===== config.mk =====
export PLATFORM = sky130hd
export DESIGN_NAME = ufs_chan
export DESIGN_NICKNAME = d
export VERILOG_FILES = /design/src/rtl/ufs_pkg.sv /design/src/rtl/ufs_chan.sv /design/src/rtl/ufs_level_cnt.sv
export SDC_FILE = /design/constraint.sdc
export NUM_CORES = 1
export LEC_CHECK = 0
export ABC_CLOCK_PERIOD_IN_PS = 2900
export BUFFER_PORTS_ARGS = -buffer_cell sky130_fd_sc_hd__clkbuf_2
export CORE_MARGIN = 2
export CORE_UTILIZATION = 30
export CTS_BUF_LIST = sky130_fd_sc_hd__clkbuf_4 sky130_fd_sc_hd__clkbuf_8
export DETAILED_ROUTE_END_ITERATION = 8
export SLEW_MARGIN = 20
export SYNTH_ARGS = -nofsm -noshare
export SYNTH_HDL_FRONTEND = slang
export SYNTH_SLANG_ARGS = --single-unit

===== constraint.sdc =====
create_clock -name aclk -period 2.9 [get_ports aclk]
set_input_delay 0.435 -clock aclk [delete_from_list [all_inputs] [get_ports aclk]]
set_output_delay 0.435 -clock aclk [all_outputs]
set_load 0.1 [all_outputs]

===== src/rtl/ufs_pkg.sv =====
// package: register map, reset values and constants of the channel slice
package ufs_pkg;

    // ==========================================================
    // sizes
    localparam logic [7:0] FIFO_DEPTH = 8'h40;
    localparam int IRQ_W = 4;

    // ==========================================================
    // register byte offsets
    localparam logic [7:0] OFS_RX_LEVEL = 8'h00;
    localparam logic [7:0] OFS_RX_TRIG = 8'h04;
    localparam logic [7:0] OFS_STOP1 = 8'h08;
    localparam logic [7:0] OFS_STOP2 = 8'h0c;
    localparam logic [7:0] OFS_RESUME1 = 8'h10;
    localparam logic [7:0] OFS_RESUME2 = 8'h14;
    localparam logic [7:0] OFS_FLOW_STAT = 8'h18;
    localparam logic [7:0] OFS_FEAT = 8'h1c;
    localparam logic [7:0] OFS_IRQ_STAT = 8'h20;
    localparam logic [7:0] OFS_IRQ_CLR = 8'h24;
    localparam logic [7:0] OFS_IRQ_EN = 8'h28;
    localparam logic [7:0] OFS_SCRATCH = 8'h2c;
    localparam logic [7:0] OFS_DIV_LO = 8'h30;
    localparam logic [7:0] OFS_DIV_HI = 8'h34;
    localparam logic [7:0] OFS_LINE_STAT = 8'h38;
    localparam logic [7:0] OFS_INT_ID = 8'h3c;
    localparam logic [7:0] OFS_MODEM_STAT = 8'h40;
    localparam logic [7:0] OFS_MODEM_CTRL = 8'h44;
    localparam logic [7:0] OFS_EEPROM = 8'h48;

    // ==========================================================
    // values after reset, and the rx trigger interrupt id
    localparam logic [7:0] RST_ZERO = 8'h00;
    localparam logic [7:0] RST_DIV_LO = 8'h01;
    localparam logic [7:0] RST_INT_ID = 8'h01;
    localparam logic [7:0] RST_LINE_STAT = 8'h60;
    localparam logic [7:0] RST_SCRATCH = 8'hff;
    localparam logic [7:0] INT_ID_RX_TRIG = 8'h04;

    // ==========================================================
    // field positions
    localparam int FEAT_FLOW_MSB = 3;
    localparam int MCTL_DTR = 0;
    localparam int MCTL_RTS = 1;
    localparam int MCTL_IR = 6;
    localparam int EE_CLK = 0;
    localparam int EE_CS = 1;
    localparam int EE_DATA = 2;
    localparam int IRQ_RX_TRIG = 0;
    localparam int IRQ_RX_XOFF = 1;
    localparam int IRQ_RX_XON = 2;
    localparam int IRQ_MODEM = 3;

    // ==========================================================
    // bus answers and write states
    localparam logic [1:0] RESP_OKAY = 2'b00;
    localparam logic [1:0] RESP_SLVERR = 2'b10;

    typedef enum logic [2:0] {
        WR_IDLE = 3'b000,
        WR_ADDR = 3'b001,
        WR_DATA = 3'b010,
        WR_EXEC = 3'b011,
        WR_RESP = 3'b100
    } ufs_wr_st_t;

endpackage


===== src/rtl/ufs_chan.sv =====
// channel slice: level, trigger, flow characters, status and reset state
`timescale 1ns/100ps
// Notes on behaviour
// [RULE1] The receive level count reads 0 to 64 characters and ignores writes.
// [RULE2] A written trigger value raises a receive interrupt when the level rises to it.
// [RULE3] Two stop and two resume characters are held in write-only registers.
// [RULE4] The flow character status is forced to zero whenever flow control is off.
// [RULE5] Status bit 3 marks that the last sent flow character was a resume.
// [RULE6] Status bit 2 marks that the last sent flow character was a stop.
// [RULE7] Status bit 1 marks that the last received flow character was a resume.
// [RULE8] Status bit 0 marks that the last received flow character was a stop.
// [RULE9] A host read of the flow character status clears its four bits.
// [RULE10] Reset sets divisor low 0x01, int id 0x01, line 0x60, scratch 0xff, else 0 except the modem status input level bits.
// [RULE11] Reset clears the modem change bits; the upper bits show the input levels.
// [RULE12] Flow control is off when the four select bits are zero, as after reset.
// [RULE13] During reset tx, rts and dtr are high, infrared tx and eeprom pins low.
// [RULE14] A flow event in the cycle of a status read sets its bit despite the clear.
module ufs_chan
    import ufs_pkg::*;
(
    input logic aclk,
    input logic aresetn,
    input logic [7:0] s_axi_awaddr,
    input logic s_axi_awvalid,
    output logic s_axi_awready,
    input logic [31:0] s_axi_wdata,
    input logic [3:0] s_axi_wstrb,
    input logic s_axi_wvalid,
    output logic s_axi_wready,
    output logic [1:0] s_axi_bresp,
    output logic s_axi_bvalid,
    input logic s_axi_bready,
    input logic [7:0] s_axi_araddr,
    input logic s_axi_arvalid,
    output logic s_axi_arready,
    output logic [31:0] s_axi_rdata,
    output logic [1:0] s_axi_rresp,
    output logic s_axi_rvalid,
    input logic s_axi_rready,
    input logic rx_fifo_push,
    input logic rx_fifo_pop,
    input logic tx_xon_sent,
    input logic tx_xoff_sent,
    input logic rx_xon_seen,
    input logic rx_xoff_seen,
    input logic tx_serial_bit,
    input logic [3:0] modem_pins,
    output logic serial_tx_out,
    output logic rts_n_out,
    output logic dtr_n_out,
    output logic infrared_tx_out,
    output logic eeprom_clock_out,
    output logic eeprom_select_out,
    output logic eeprom_serial_out,
    output logic [3:0] sw_flow_select,
    output logic [7:0] stop_char_primary,
    output logic [7:0] stop_char_secondary,
    output logic [7:0] resume_char_primary,
    output logic [7:0] resume_char_secondary,
    output logic interrupt_out
);

    // ==========================================================
    // write channel
    ufs_wr_st_t wst_q;
    ufs_wr_st_t wst_d;
    logic awready_q;
    logic wready_q;
    logic bvalid_q;
    logic [1:0] bresp_q;
    logic [7:0] wr_addr_q;
    logic [7:0] wr_data_q;
    logic wr_strb_q;

    wire aw_hs = s_axi_awvalid && awready_q;
    wire w_hs = s_axi_wvalid && wready_q;

    always_comb
    begin
        wst_d = wst_q;
        case (wst_q)
            WR_IDLE:
            begin
                if (aw_hs && w_hs)
                    wst_d = WR_EXEC;
                else if (aw_hs)
                    wst_d = WR_ADDR;
                else if (w_hs)
                    wst_d = WR_DATA;
            end
            WR_ADDR: if (w_hs) wst_d = WR_EXEC;
            WR_DATA: if (aw_hs) wst_d = WR_EXEC;
            WR_EXEC: wst_d = WR_RESP;
            WR_RESP: if (s_axi_bready) wst_d = WR_IDLE;
            default: wst_d = WR_IDLE;
        endcase
    end

    wire wr_en = (wst_q == WR_EXEC) && wr_strb_q;
    wire we_trig = wr_en && (wr_addr_q == OFS_RX_TRIG);
    wire we_stop1 = wr_en && (wr_addr_q == OFS_STOP1);
    wire we_stop2 = wr_en && (wr_addr_q == OFS_STOP2);
    wire we_res1 = wr_en && (wr_addr_q == OFS_RESUME1);
    wire we_res2 = wr_en && (wr_addr_q == OFS_RESUME2);
    wire we_feat = wr_en && (wr_addr_q == OFS_FEAT);
    wire we_iclr = wr_en && (wr_addr_q == OFS_IRQ_CLR);
    wire we_ien = wr_en && (wr_addr_q == OFS_IRQ_EN);
    wire we_scr = wr_en && (wr_addr_q == OFS_SCRATCH);
    wire we_dlo = wr_en && (wr_addr_q == OFS_DIV_LO);
    wire we_dhi = wr_en && (wr_addr_q == OFS_DIV_HI);
    wire we_mctl = wr_en && (wr_addr_q == OFS_MODEM_CTRL);
    wire we_ee = wr_en && (wr_addr_q == OFS_EEPROM);
    // read-only offsets are mapped and take writes without effect
    wire wr_hit = (wr_addr_q[1:0] == 2'b00) && (wr_addr_q <= OFS_EEPROM);

    always_ff @(posedge aclk)
    begin
        if (!aresetn)
        begin
            wst_q <= WR_IDLE;
            awready_q <= 1'b1;
            wready_q <= 1'b1;
            bvalid_q <= 1'b0;
            bresp_q <= RESP_OKAY;
        end
        else
        begin
            wst_q <= wst_d;
            awready_q <= (wst_d == WR_IDLE) || (wst_d == WR_DATA);
            wready_q <= (wst_d == WR_IDLE) || (wst_d == WR_ADDR);
            bvalid_q <= (wst_d == WR_RESP);
            if (wst_q == WR_EXEC)
                bresp_q <= wr_hit ? RESP_OKAY : RESP_SLVERR;
        end
    end

    always_ff @(posedge aclk)
    begin
        if (!aresetn)
        begin
            wr_addr_q <= RST_ZERO;
            wr_data_q <= RST_ZERO;
            wr_strb_q <= 1'b0;
        end
        else
        begin
            if (aw_hs)
                wr_addr_q <= s_axi_awaddr;
            if (w_hs)
            begin
                wr_data_q <= s_axi_wdata[7:0];
                wr_strb_q <= s_axi_wstrb[0];
            end
        end
    end

    // ==========================================================
    // configuration registers
    logic [7:0] trig_q;
    logic [7:0] stop1_q;
    logic [7:0] stop2_q;
    logic [7:0] res1_q;
    logic [7:0] res2_q;
    logic [7:0] feat_q;
    logic [IRQ_W-1:0] ien_q;
    logic [7:0] scr_q;
    logic [7:0] dlo_q;
    logic [7:0] dhi_q;
    logic [7:0] mctl_q;
    logic [2:0] ee_q;

    always_ff @(posedge aclk)
    begin
        if (!aresetn)
        begin
            trig_q <= RST_ZERO; // [RULE10]
            stop1_q <= RST_ZERO;
            stop2_q <= RST_ZERO;
            res1_q <= RST_ZERO;
            res2_q <= RST_ZERO;
        end
        else
        begin
            if (we_trig) trig_q <= wr_data_q; // [RULE2]
            if (we_stop1) stop1_q <= wr_data_q; // [RULE3]
            if (we_stop2) stop2_q <= wr_data_q; // [RULE3]
            if (we_res1) res1_q <= wr_data_q; // [RULE3]
            if (we_res2) res2_q <= wr_data_q; // [RULE3]
        end
    end

    always_ff @(posedge aclk)
    begin
        if (!aresetn)
        begin
            feat_q <= RST_ZERO; // [RULE12]
            ien_q <= '0;
            scr_q <= RST_SCRATCH; // [RULE10]
            dlo_q <= RST_DIV_LO; // [RULE10]
            dhi_q <= RST_ZERO;
            mctl_q <= RST_ZERO;
            ee_q <= 3'h0; // [RULE13]
        end
        else
        begin
            if (we_feat) feat_q <= wr_data_q;
            if (we_ien) ien_q <= wr_data_q[IRQ_W-1:0];
            if (we_scr) scr_q <= wr_data_q;
            if (we_dlo) dlo_q <= wr_data_q;
            if (we_dhi) dhi_q <= wr_data_q;
            if (we_mctl) mctl_q <= wr_data_q;
            if (we_ee) ee_q <= wr_data_q[2:0];
        end
    end

    // ==========================================================
    // receive level and trigger
    logic [7:0] rx_level;
    logic rx_reach;

    ufs_level_cnt u_rx_level (
        .clk(aclk),
        .rst_n(aresetn),
        .push(rx_fifo_push),
        .pop(rx_fifo_pop),
        .trigger(trig_q),
        .level(rx_level),
        .reached(rx_reach)
    );

    // ==========================================================
    // modem inputs: two-stage sync, then change detect
    logic [3:0] mdm_s1_q;
    logic [3:0] mdm_s2_q;
    logic [3:0] mdm_s3_q;
    logic [3:0] mdm_dlt_q;

    always_ff @(posedge aclk)
    begin
        mdm_s1_q <= modem_pins;
        mdm_s2_q <= mdm_s1_q;
        mdm_s3_q <= mdm_s2_q;
    end

    // ==========================================================
    // read channel
    logic arready_q;
    logic rvalid_q;
    logic [31:0] rdata_q;
    logic [1:0] rresp_q;

    wire ar_hs = s_axi_arvalid && arready_q;
    wire rd_flow = ar_hs && (s_axi_araddr == OFS_FLOW_STAT);
    wire rd_mstat = ar_hs && (s_axi_araddr == OFS_MODEM_STAT);
    wire rd_hit = (s_axi_araddr[1:0] == 2'b00) &&
                  (s_axi_araddr <= OFS_EEPROM);

    logic [3:0] fcs_q;
    logic [3:0] fcs_d;
    logic [IRQ_W-1:0] ists_q;
    logic [IRQ_W-1:0] ists_d;
    logic [7:0] int_id_q;
    wire [7:0] a = s_axi_araddr;
    wire [7:0] rd_mux =
        (a == OFS_RX_LEVEL) ? rx_level : // [RULE1]
        (a == OFS_FLOW_STAT) ? {4'h0, fcs_q} :
        (a == OFS_FEAT) ? feat_q :
        (a == OFS_IRQ_STAT) ? {4'h0, ists_q} :
        (a == OFS_IRQ_EN) ? {4'h0, ien_q} :
        (a == OFS_SCRATCH) ? scr_q :
        (a == OFS_DIV_LO) ? dlo_q :
        (a == OFS_DIV_HI) ? dhi_q :
        (a == OFS_LINE_STAT) ? RST_LINE_STAT :
        (a == OFS_INT_ID) ? int_id_q :
        (a == OFS_MODEM_STAT) ? {mdm_s2_q, mdm_dlt_q} : // [RULE11]
        (a == OFS_MODEM_CTRL) ? mctl_q :
        (a == OFS_EEPROM) ? {5'h00, ee_q} : RST_ZERO;

    always_ff @(posedge aclk)
    begin
        if (!aresetn)
        begin
            arready_q <= 1'b1;
            rvalid_q <= 1'b0;
            rdata_q <= 32'h0000_0000;
            rresp_q <= RESP_OKAY;
        end
        else if (ar_hs)
        begin
            arready_q <= 1'b0;
            rvalid_q <= 1'b1;
            rdata_q <= {24'h00_0000, rd_mux};
            rresp_q <= rd_hit ? RESP_OKAY : RESP_SLVERR;
        end
        else if (rvalid_q && s_axi_rready)
        begin
            rvalid_q <= 1'b0;
            arready_q <= 1'b1;
        end
    end

    // ==========================================================
    // flow character status
    wire flow_en = |feat_q[FEAT_FLOW_MSB:0]; // [RULE12]

    always_comb
    begin
        fcs_d = rd_flow ? 4'h0 : fcs_q; // [RULE9]
        if (tx_xoff_sent)
            fcs_d[3:2] = 2'b01; // [RULE6]
        else if (tx_xon_sent)
            fcs_d[3:2] = 2'b10; // [RULE5]
        if (rx_xoff_seen)
            fcs_d[1:0] = 2'b01; // [RULE8]
        else if (rx_xon_seen)
            fcs_d[1:0] = 2'b10; // [RULE7]
        if (!flow_en)
            fcs_d = 4'h0; // [RULE4]
    end

    // ==========================================================
    // interrupt status, enable and clear
    wire [IRQ_W-1:0] ev = {|(mdm_s2_q ^ mdm_s3_q),
                           rx_xon_seen && flow_en,
                           rx_xoff_seen && flow_en,
                           rx_reach};
    wire [IRQ_W-1:0] clr = we_iclr ? wr_data_q[IRQ_W-1:0] : '0;
    assign ists_d = (ists_q & ~clr) | ev; // [RULE2]
    wire [3:0] dlt_d = (rd_mstat ? 4'h0 : mdm_dlt_q) |
                       (mdm_s2_q ^ mdm_s3_q);
    logic irq_q;

    always_ff @(posedge aclk)
    begin
        if (!aresetn)
        begin
            fcs_q <= 4'h0; // [RULE10]
            ists_q <= '0;
            int_id_q <= RST_INT_ID; // [RULE10]
            mdm_dlt_q <= 4'h0; // [RULE11]
            irq_q <= 1'b0;
        end
        else
        begin
            fcs_q <= fcs_d; // [RULE14]
            ists_q <= ists_d;
            int_id_q <= (ists_d[IRQ_RX_TRIG] && ien_q[IRQ_RX_TRIG]) ?
                        INT_ID_RX_TRIG : RST_INT_ID;
            mdm_dlt_q <= dlt_d;
            irq_q <= |(ists_d & ien_q);
        end
    end

    // ==========================================================
    // serial side outputs
    logic tx_q;
    logic rts_n_q;
    logic dtr_n_q;
    logic ir_q;

    always_ff @(posedge aclk)
    begin
        if (!aresetn)
        begin
            tx_q <= 1'b1; // [RULE13]
            rts_n_q <= 1'b1; // [RULE13]
            dtr_n_q <= 1'b1; // [RULE13]
            ir_q <= 1'b0; // [RULE13]
        end
        else
        begin
            tx_q <= tx_serial_bit;
            rts_n_q <= ~mctl_q[MCTL_RTS];
            dtr_n_q <= ~mctl_q[MCTL_DTR];
            ir_q <= mctl_q[MCTL_IR] & ~tx_serial_bit;
        end
    end

    assign s_axi_awready = awready_q;
    assign s_axi_wready = wready_q;
    assign s_axi_bvalid = bvalid_q;
    assign s_axi_bresp = bresp_q;
    assign s_axi_arready = arready_q;
    assign s_axi_rvalid = rvalid_q;
    assign s_axi_rdata = rdata_q;
    assign s_axi_rresp = rresp_q;
    assign serial_tx_out = tx_q;
    assign rts_n_out = rts_n_q;
    assign dtr_n_out = dtr_n_q;
    assign infrared_tx_out = ir_q;
    assign eeprom_clock_out = ee_q[EE_CLK];
    assign eeprom_select_out = ee_q[EE_CS];
    assign eeprom_serial_out = ee_q[EE_DATA];
    assign sw_flow_select = feat_q[3:0];
    assign stop_char_primary = stop1_q;
    assign stop_char_secondary = stop2_q;
    assign resume_char_primary = res1_q;
    assign resume_char_secondary = res2_q;
    assign interrupt_out = irq_q;

    wire any_ev = tx_xon_sent | tx_xoff_sent | rx_xon_seen | rx_xoff_seen;
endmodule


===== src/rtl/ufs_level_cnt.sv =====
// receive fifo level counter with trigger detection
`timescale 1ns/100ps
module ufs_level_cnt
    import ufs_pkg::*;
(
    input logic clk,
    input logic rst_n,
    input logic push,
    input logic pop,
    input logic [7:0] trigger,
    output logic [7:0] level,
    output logic reached
);

    logic [7:0] level_q;
    logic [7:0] level_d;
    logic reach_q;

    // ==========================================================
    // count step, held within 0 .. depth
    wire do_inc = push && !pop && (level_q < FIFO_DEPTH);
    wire do_dec = pop && !push && (level_q != RST_ZERO);
    assign level_d = do_inc ? level_q + 8'h01 :
                     do_dec ? level_q - 8'h01 : level_q;

    always_ff @(posedge clk)
    begin
        if (!rst_n)
        begin
            level_q <= RST_ZERO;
            reach_q <= 1'b0;
        end
        else
        begin
            level_q <= level_d; // [RULE1]
            reach_q <= do_inc && (level_d == trigger); // [RULE2]
        end
    end

    assign level = level_q;
    assign reached = reach_q;

endmodule


[Word-level counts from Yosys, hierarchy flattened]
Index checks and enable logic that the tools add are counted.
Storage, ports and cells
  bits in registers: 170
  input port bits: 70
  output and inout bits: 85
  logic and storage cells: 179
Operators by class
  $add $sub $neg: 2
  $lt $le $gt $ge: 3
  equality and inequality tests: 33
  muxes and demuxes: 36
  bitwise gates (word level): 12
  reductions and logical operators: 52
Operators by type and width (number)
  $mux 8: 14
  $eq 8x6->1 const B: 12
  $eq 8x5->1 const B: 5
  $eq 8x7->1 const B: 5
  $logic_and 1x1->1: 31
  $mux 3: 8
  $eq 8x4->1 const B: 2
  $le 8x7->1 const B: 2
  $pmux 3 s5: 1
  $mux 4: 3
  $reduce_or 4->1: 3
  $eq 3x2->1 const B: 3
  $add 8x1->8 const B: 1
  $and 4x4->4: 2
  $eq 8x3->1 const B: 1
  $eq 8x8->1: 1
  $logic_not 8->1: 1
  $lt 8x7->1 const B: 1
  $mux 2: 4
  $or 4x4->4: 2
  $reduce_bool 8->1: 1
  $sub 8x1->8 const B: 1
  $eq 3x1->1 const B: 2
  $eq 3x3->1 const B: 2
  other kinds (13): 30

[Depth between registers and ports, before layout]
  depth in word-level cells: 14
  gate-level depth with buffers: 8
  mapped depth without buffers: 7

[By module]
A second synthesis with hierarchy kept.
Second synthesis, totals
  cells, all modules: 831
  area total of the unflattened synthesis: 7332.0 µm²
Modules (own cells, without submodules)
  ufs_chan: times used 1, cells each 742, area each 6571.3 µm², seq. area each 3062.9 µm²
  ufs_level_cnt: times used 1, cells each 89, area each 760.7 µm², seq. area each 180.2 µm²

[Worst setup path before layout]
Ideal clock, no wire load.
  kind: input port to flip-flop
  start point: input port s_axi_araddr[7]
  end point: register rdata_q[0] (netlist: s_axi_rdata[0])
  setup time: 0.091 ns
  arrival: 1.998 ns
  required time: 2.809 ns
  path slack: 0.811 ns
  cell stages on the path: 7
  path buffers: 2
  path through: buf_2 > or4b_1 > buf_2 > nor2_1 > a221oi_1 > a211o_1 > a311oi_1
On the way
  longest elaborated chain between the ends: 14
  elaborated cells between the ends (all ways): 26
  classes of those cells: eq/ne (12); mux (13); reduce/logical (1)
RTL lines
  start: declaration: RTL line ufs_chan.sv:33  | input logic [7:0] s_axi_araddr,
  $eq 8x7->1: RTL line ufs_chan.sv:277  | (a == OFS_EEPROM) ? {5'h00, ee_q} : RST_ZERO;
  $mux 3: RTL line ufs_chan.sv:277
  $mux 8: RTL line ufs_chan.sv:276  | (a == OFS_MODEM_CTRL) ? mctl_q :
  $mux 8: RTL line ufs_chan.sv:275  | (a == OFS_MODEM_STAT) ? {mdm_s2_q, mdm_dlt_q} :
  $mux 8: RTL line ufs_chan.sv:274  | (a == OFS_INT_ID) ? int_id_q :
  $mux 8: RTL line ufs_chan.sv:273  | (a == OFS_LINE_STAT) ? RST_LINE_STAT :
  $mux 8: RTL line ufs_chan.sv:272  | (a == OFS_DIV_HI) ? dhi_q :
  $mux 8: RTL line ufs_chan.sv:271  | (a == OFS_DIV_LO) ? dlo_q :
  $mux 8: RTL line ufs_chan.sv:270  | (a == OFS_SCRATCH) ? scr_q :
  $mux 8: RTL line ufs_chan.sv:269  | (a == OFS_IRQ_EN) ? {4'h0, ien_q} :
  $mux 8: RTL line ufs_chan.sv:268  | (a == OFS_IRQ_STAT) ? {4'h0, ists_q} :
  $mux 8: RTL line ufs_chan.sv:267  | (a == OFS_FEAT) ? feat_q :
  $mux 8: RTL line ufs_chan.sv:266  | (a == OFS_FLOW_STAT) ? {4'h0, fcs_q} :
  $mux 8 (*): RTL line ufs_chan.sv:265  | (a == OFS_RX_LEVEL) ? rx_level :
  end signal: assignment: RTL line ufs_chan.sv:292  | rdata_q <= {24'h00_0000, rd_mux};
  end: declaration: RTL line ufs_chan.sv:249  | logic [31:0] rdata_q;
Every way passes the cells marked *; elsewhere a longest branch is shown, timed or not.
A chain may end at the register's enable or synchronous reset.

[Final worst setup path]
  start point: register u_rx_level.level_q[0] (netlist: u_rx_level.level[0])
  end point: register u_rx_level.reach_q (netlist: u_rx_level.reached)
On the way
  longest elaborated chain between the ends: 6
  elaborated cells between the ends (all ways): 10
  classes of those cells: add/sub (2); order compare (1); eq/ne (1); mux (2); reduce/logical (4)
RTL lines
  start: declaration: RTL line ufs_level_cnt.sv:15  | logic [7:0] level_q;
  start signal: assignment: RTL line ufs_level_cnt.sv:35  | level_q <= level_d;
  branches (longest 5 deep; another with $sub 8x1->8)
  $logic_and 1x1->1 (*): RTL line ufs_level_cnt.sv:36  | reach_q <= do_inc && (level_d == trigger);
  end signal: assignment: RTL line ufs_level_cnt.sv:36
  end: declaration: RTL line ufs_level_cnt.sv:17  | logic reach_q;
Mark *: on every way between the ends.

==> flow_metrics.py <==
metrics = {
    "synthesis": {
        "synthArstFlopShare_pct": 0,
        "synth_commonest_cells": "162 x dfxtp_1, 107 x nand2_1, 83 x nor2_1, 67 x a21oi_1, 66 x mux2i_1",
        "netlist.area_leader.share_pct": 44.4,
        "yosysTopAreaCell": "dfxtp_1",
        "syn_inst": 838,
        "synth-edff-count": 0,
        "yosysMostFrequentCell": "dfxtp_1",
        "yosysWarnings": 0,
        "synth.avg_cell_area_um2": 8.72,
        "synth.distinct_cells": 74,
        "netlist_area_mm2": 0.00731,
        "ys.flop_type": "dfxtp_1",
        "ys_seq_elements": 162,
        "synth_seq_area_share_pct": 44.4,
        "synth.area.top_cells": "dfxtp_1 44%, mux2i_1 9.0%, nand2_1 5.5%",
    },
    "critical_path": {
        "crit_chain": "inv_1 > ha_1 > nand4bb_1 > or4_1 > a31oi_1 > o22ai_1 > a2111oi_2",
        "reg2reg_to": "u_rx_level.reached",
        "ff2ff_setup_slack_ns": 0.54,
        "cpPeakStageDelay_ns": 0.63,
        "crit_fanout": 6,
        "critPathLaunchType": "flop",
        "arrival_ns": 2.72,
        "critPathKind": "reg2reg",
        "endpoint_kind": "flop",
        "r2r_cells": 7,
        "cp_slowest_cell": "or4_1",
        "worstPathRequired_ns": 3.26,
        "worstReg2RegStart": "u_rx_level.level[0]",
    },
    "cells_and_area": {
        "fillers": 2536,
        "drive_gt1_share_pct": 19.5,
        "multi_input_area_mm2": 0.00365,
        "diodes": 0,
        "area_delta_synth_final_pct": 16.3,
        "seq_area_mm2": 0.00324,
        "instances_no_fill": 1254,
        "layout.nets": 989,
    },
    "clock_network": {
        "cts_buffers": 17,
        "cts_hold_buffers": 0,
        "htree_levels": 4,
        "path_clk_slew_ns": 0.09,
        "cts.sinks": 162,
        "cts_setup_buffers": 0,
        "cts_root_buf": "clkbuf_8",
        "cts_tree": "done",
        "post_cts_resized": 0,
        "clockBufferDepth": 2,
        "insertion_delay_ns": 0.46,
    },
    "timing": {
        "fin_skew_ns": 0.0107,
        "setup_ws_ns": 0.545,
        "tightest_slew_ns": 0.762,
        "fmax_mhz": 425,
        "relSlewSlack_pct": 49.1,
        "min_period_ns": 2.36,
        "rsz0062_at_grt": "false",
        "fin_crit_sh_pct": 81.2,
        "setup_violations": 0,
        "slew_viol_final": 0,
        "holdWs_ns": 0.0775,
        "fin_tns_setup_ns": 0,
        "hold_violations": 0,
    },
    "power_and_ir_drop": {
        "leakage_nw": 3.43,
        "vdd_ir_drop_max_mv": 0.238,
        "power_density_mw_per_mm2": 627,
    },
    "job": {
        "maxCapViolations": 0,
    },
    "min_path": {
        "min_from": "modem_pins[2]",
        "whs_path_depth": 1,
        "worst_hold_path.endpoint": "mdm_s1_q[2]",
        "hold_path_class": "in2reg",
    },
    "placed_design": {
        "finalWeightedCongestion": 0.907,
        "dp_hpwl_um": 15100,
        "numPortBuffers": 101,
        "dpl.cell_count": 1222,
        "dp_slack_ns": 0.535,
    },
    "run_status": {
        "status": "finished clean",
    },
    "grt": {
        "grt_overflow": 0,
        "grt_max_degree": 35,
        "track_usage_pct": 16.5,
        "grt_pass1_wl_um": 33100,
        "antenna_found_initial": 0,
        "grt_pass1_vias": 5831,
    },
    "die": {
        "die_h_um": 160,
        "die_w_um": 160,
        "dieArea_mm2": 0.0256,
        "initial_core_util_pct": 30.3,
        "placementRows": 57,
        "core_mm2": 0.0241,
        "io_pins": 155,
    },
    "drt": {
        "dr_total_vias": 6168,
        "avgViaCountPerCell": 4.92,
        "drt_pass1_iterations": 5,
        "ant_nets": 0,
        "wl_um": 20900,
        "drtIter0Drc": 394,
        "wl_per_cell_um": 16.7,
        "drc_errors": 0,
    },
}
[metrics by stage]
step	util, %	instance area, um^2	power, mW
after floorplan	-	7400	3.38
after global placement	33.5	8080	3.59
after detailed placement	33.5	8080	3.60
after CTS	35.3	8500	5.39
after global routing	35.3	8500	5.60
final	35.3	8500	5.33
[cell usage in the layout (no fill, tap or decap), types with 4 or more instances in the layout]
cell type / instances
dfxtp_1: 162
nand2_1: 107
clkbuf_2: 101
nor2_1: 83
a21oi_1: 67
mux2i_1: 66
nand3_1: 45
conb_1: 26
buf_4: 23
o21ai_0: 19
clkbuf_8: 18
a31oi_1: 14
nor3_1: 13
inv_1: 11
nand4_1: 10
a221oi_1: 9
nand2b_1: 8
and3_1: 7
xnor2_1: 7
a22oi_1: 6
nor4b_1: 6
o22ai_1: 6
and2_1: 5
a211o_1: 5
mux2_2: 5
clkinvlp_4: 5
inv_6: 5
nor4b_2: 4
nor2b_1: 4
a32oi_1: 4
[area by class of cell]
| cell class | count | share of cell area [%] |
|---|---|---|
| Tap cell | 324 | 4.77 |
| Clock inverter | 14 | 2.07 |
| Multi-Input combinational cell | 597 | 42.9 |
| Sequential cell | 162 | 38.1 |
| Clock buffer | 18 | 2.91 |
| Timing Repair Buffer | 127 | 8.68 |
| Inverter | 12 | 0.544 |
[flip-flops by register name, indices dropped and copies added (netlist names), 8 cells and up]
signal,cells
wr_addr_q,8
u_rx_level.level,8
resume_char_secondary,8
wr_data_q,8
stop_char_primary,8
dlo_q,8
dhi_q,8
feat_q,8
resume_char_primary,8
scr_q,8
trig_q,8
s_axi_rdata,8
mctl_q,8
stop_char_secondary,8
[routing by layer]
layer	vias up	share of wire [%]	GRT usage, %
met2	210	43	24.4
li1	3079	-	-
met1	2862	50	23.9
met3	17	5.9	3.95
met4	0	1.5	4.42
met5	-	0	0
[how the worst max path moves through the flow]
| stage | cells after the start | from | endpoint | slack [ns] |
|---|---|---|---|---|
| floorplan | 7 | s_axi_araddr[7] | s_axi_rdata[0] | 0.81 |
| global placement | 6 | s_axi_araddr[4] | s_axi_rdata[1] | 0.52 |
| detailed placement | 6 | s_axi_araddr[4] | s_axi_rdata[1] | 0.54 |
| CTS | 7 | u_rx_level.level[0] | u_rx_level.reached | 0.55 |
| global route | 7 | u_rx_level.level[0] | u_rx_level.reached | 0.31 |
| finish | 7 | u_rx_level.level[0] | u_rx_level.reached | 0.54 |
[power breakdown]
part           switching [mW]  internal [mW]  total (mW)
registers               0.184           2.32        2.50
logic                   0.711          0.344        1.05
clock network           0.891          0.886        1.78
total                    1.79           3.55        5.33
[critical path, delay by kind of cell (launching register included)]
family | cells | cell delay, ns
fa+ha+maj | 1 | 0.26
buf+inv | 1 | 0.13
simple gates | 2 | 0.87
compound gates | 3 | 0.60
flops | 1 | 0.41
[logic make-up (layout without fill, tap and decap cells)]
logic type / count (synthesis) / count (layout) / synth area share, %
other: 1 / 26 / 0.0513
muxes: 71 / 71 / 9.81
AOI/OAI and AO/OA: 160 / 160 / 13.9
and+or+nand+nor: 327 / 327 / 22.7
buffers and inverters: 104 / 171 / 7.29
DFF: 162 / 162 / 44.4
xor gates and xnor gates: 11 / 11 / 1.57
adders and majority gates: 2 / 2 / 0.342
Note: power is estimated with default switching activity, not from simulation.
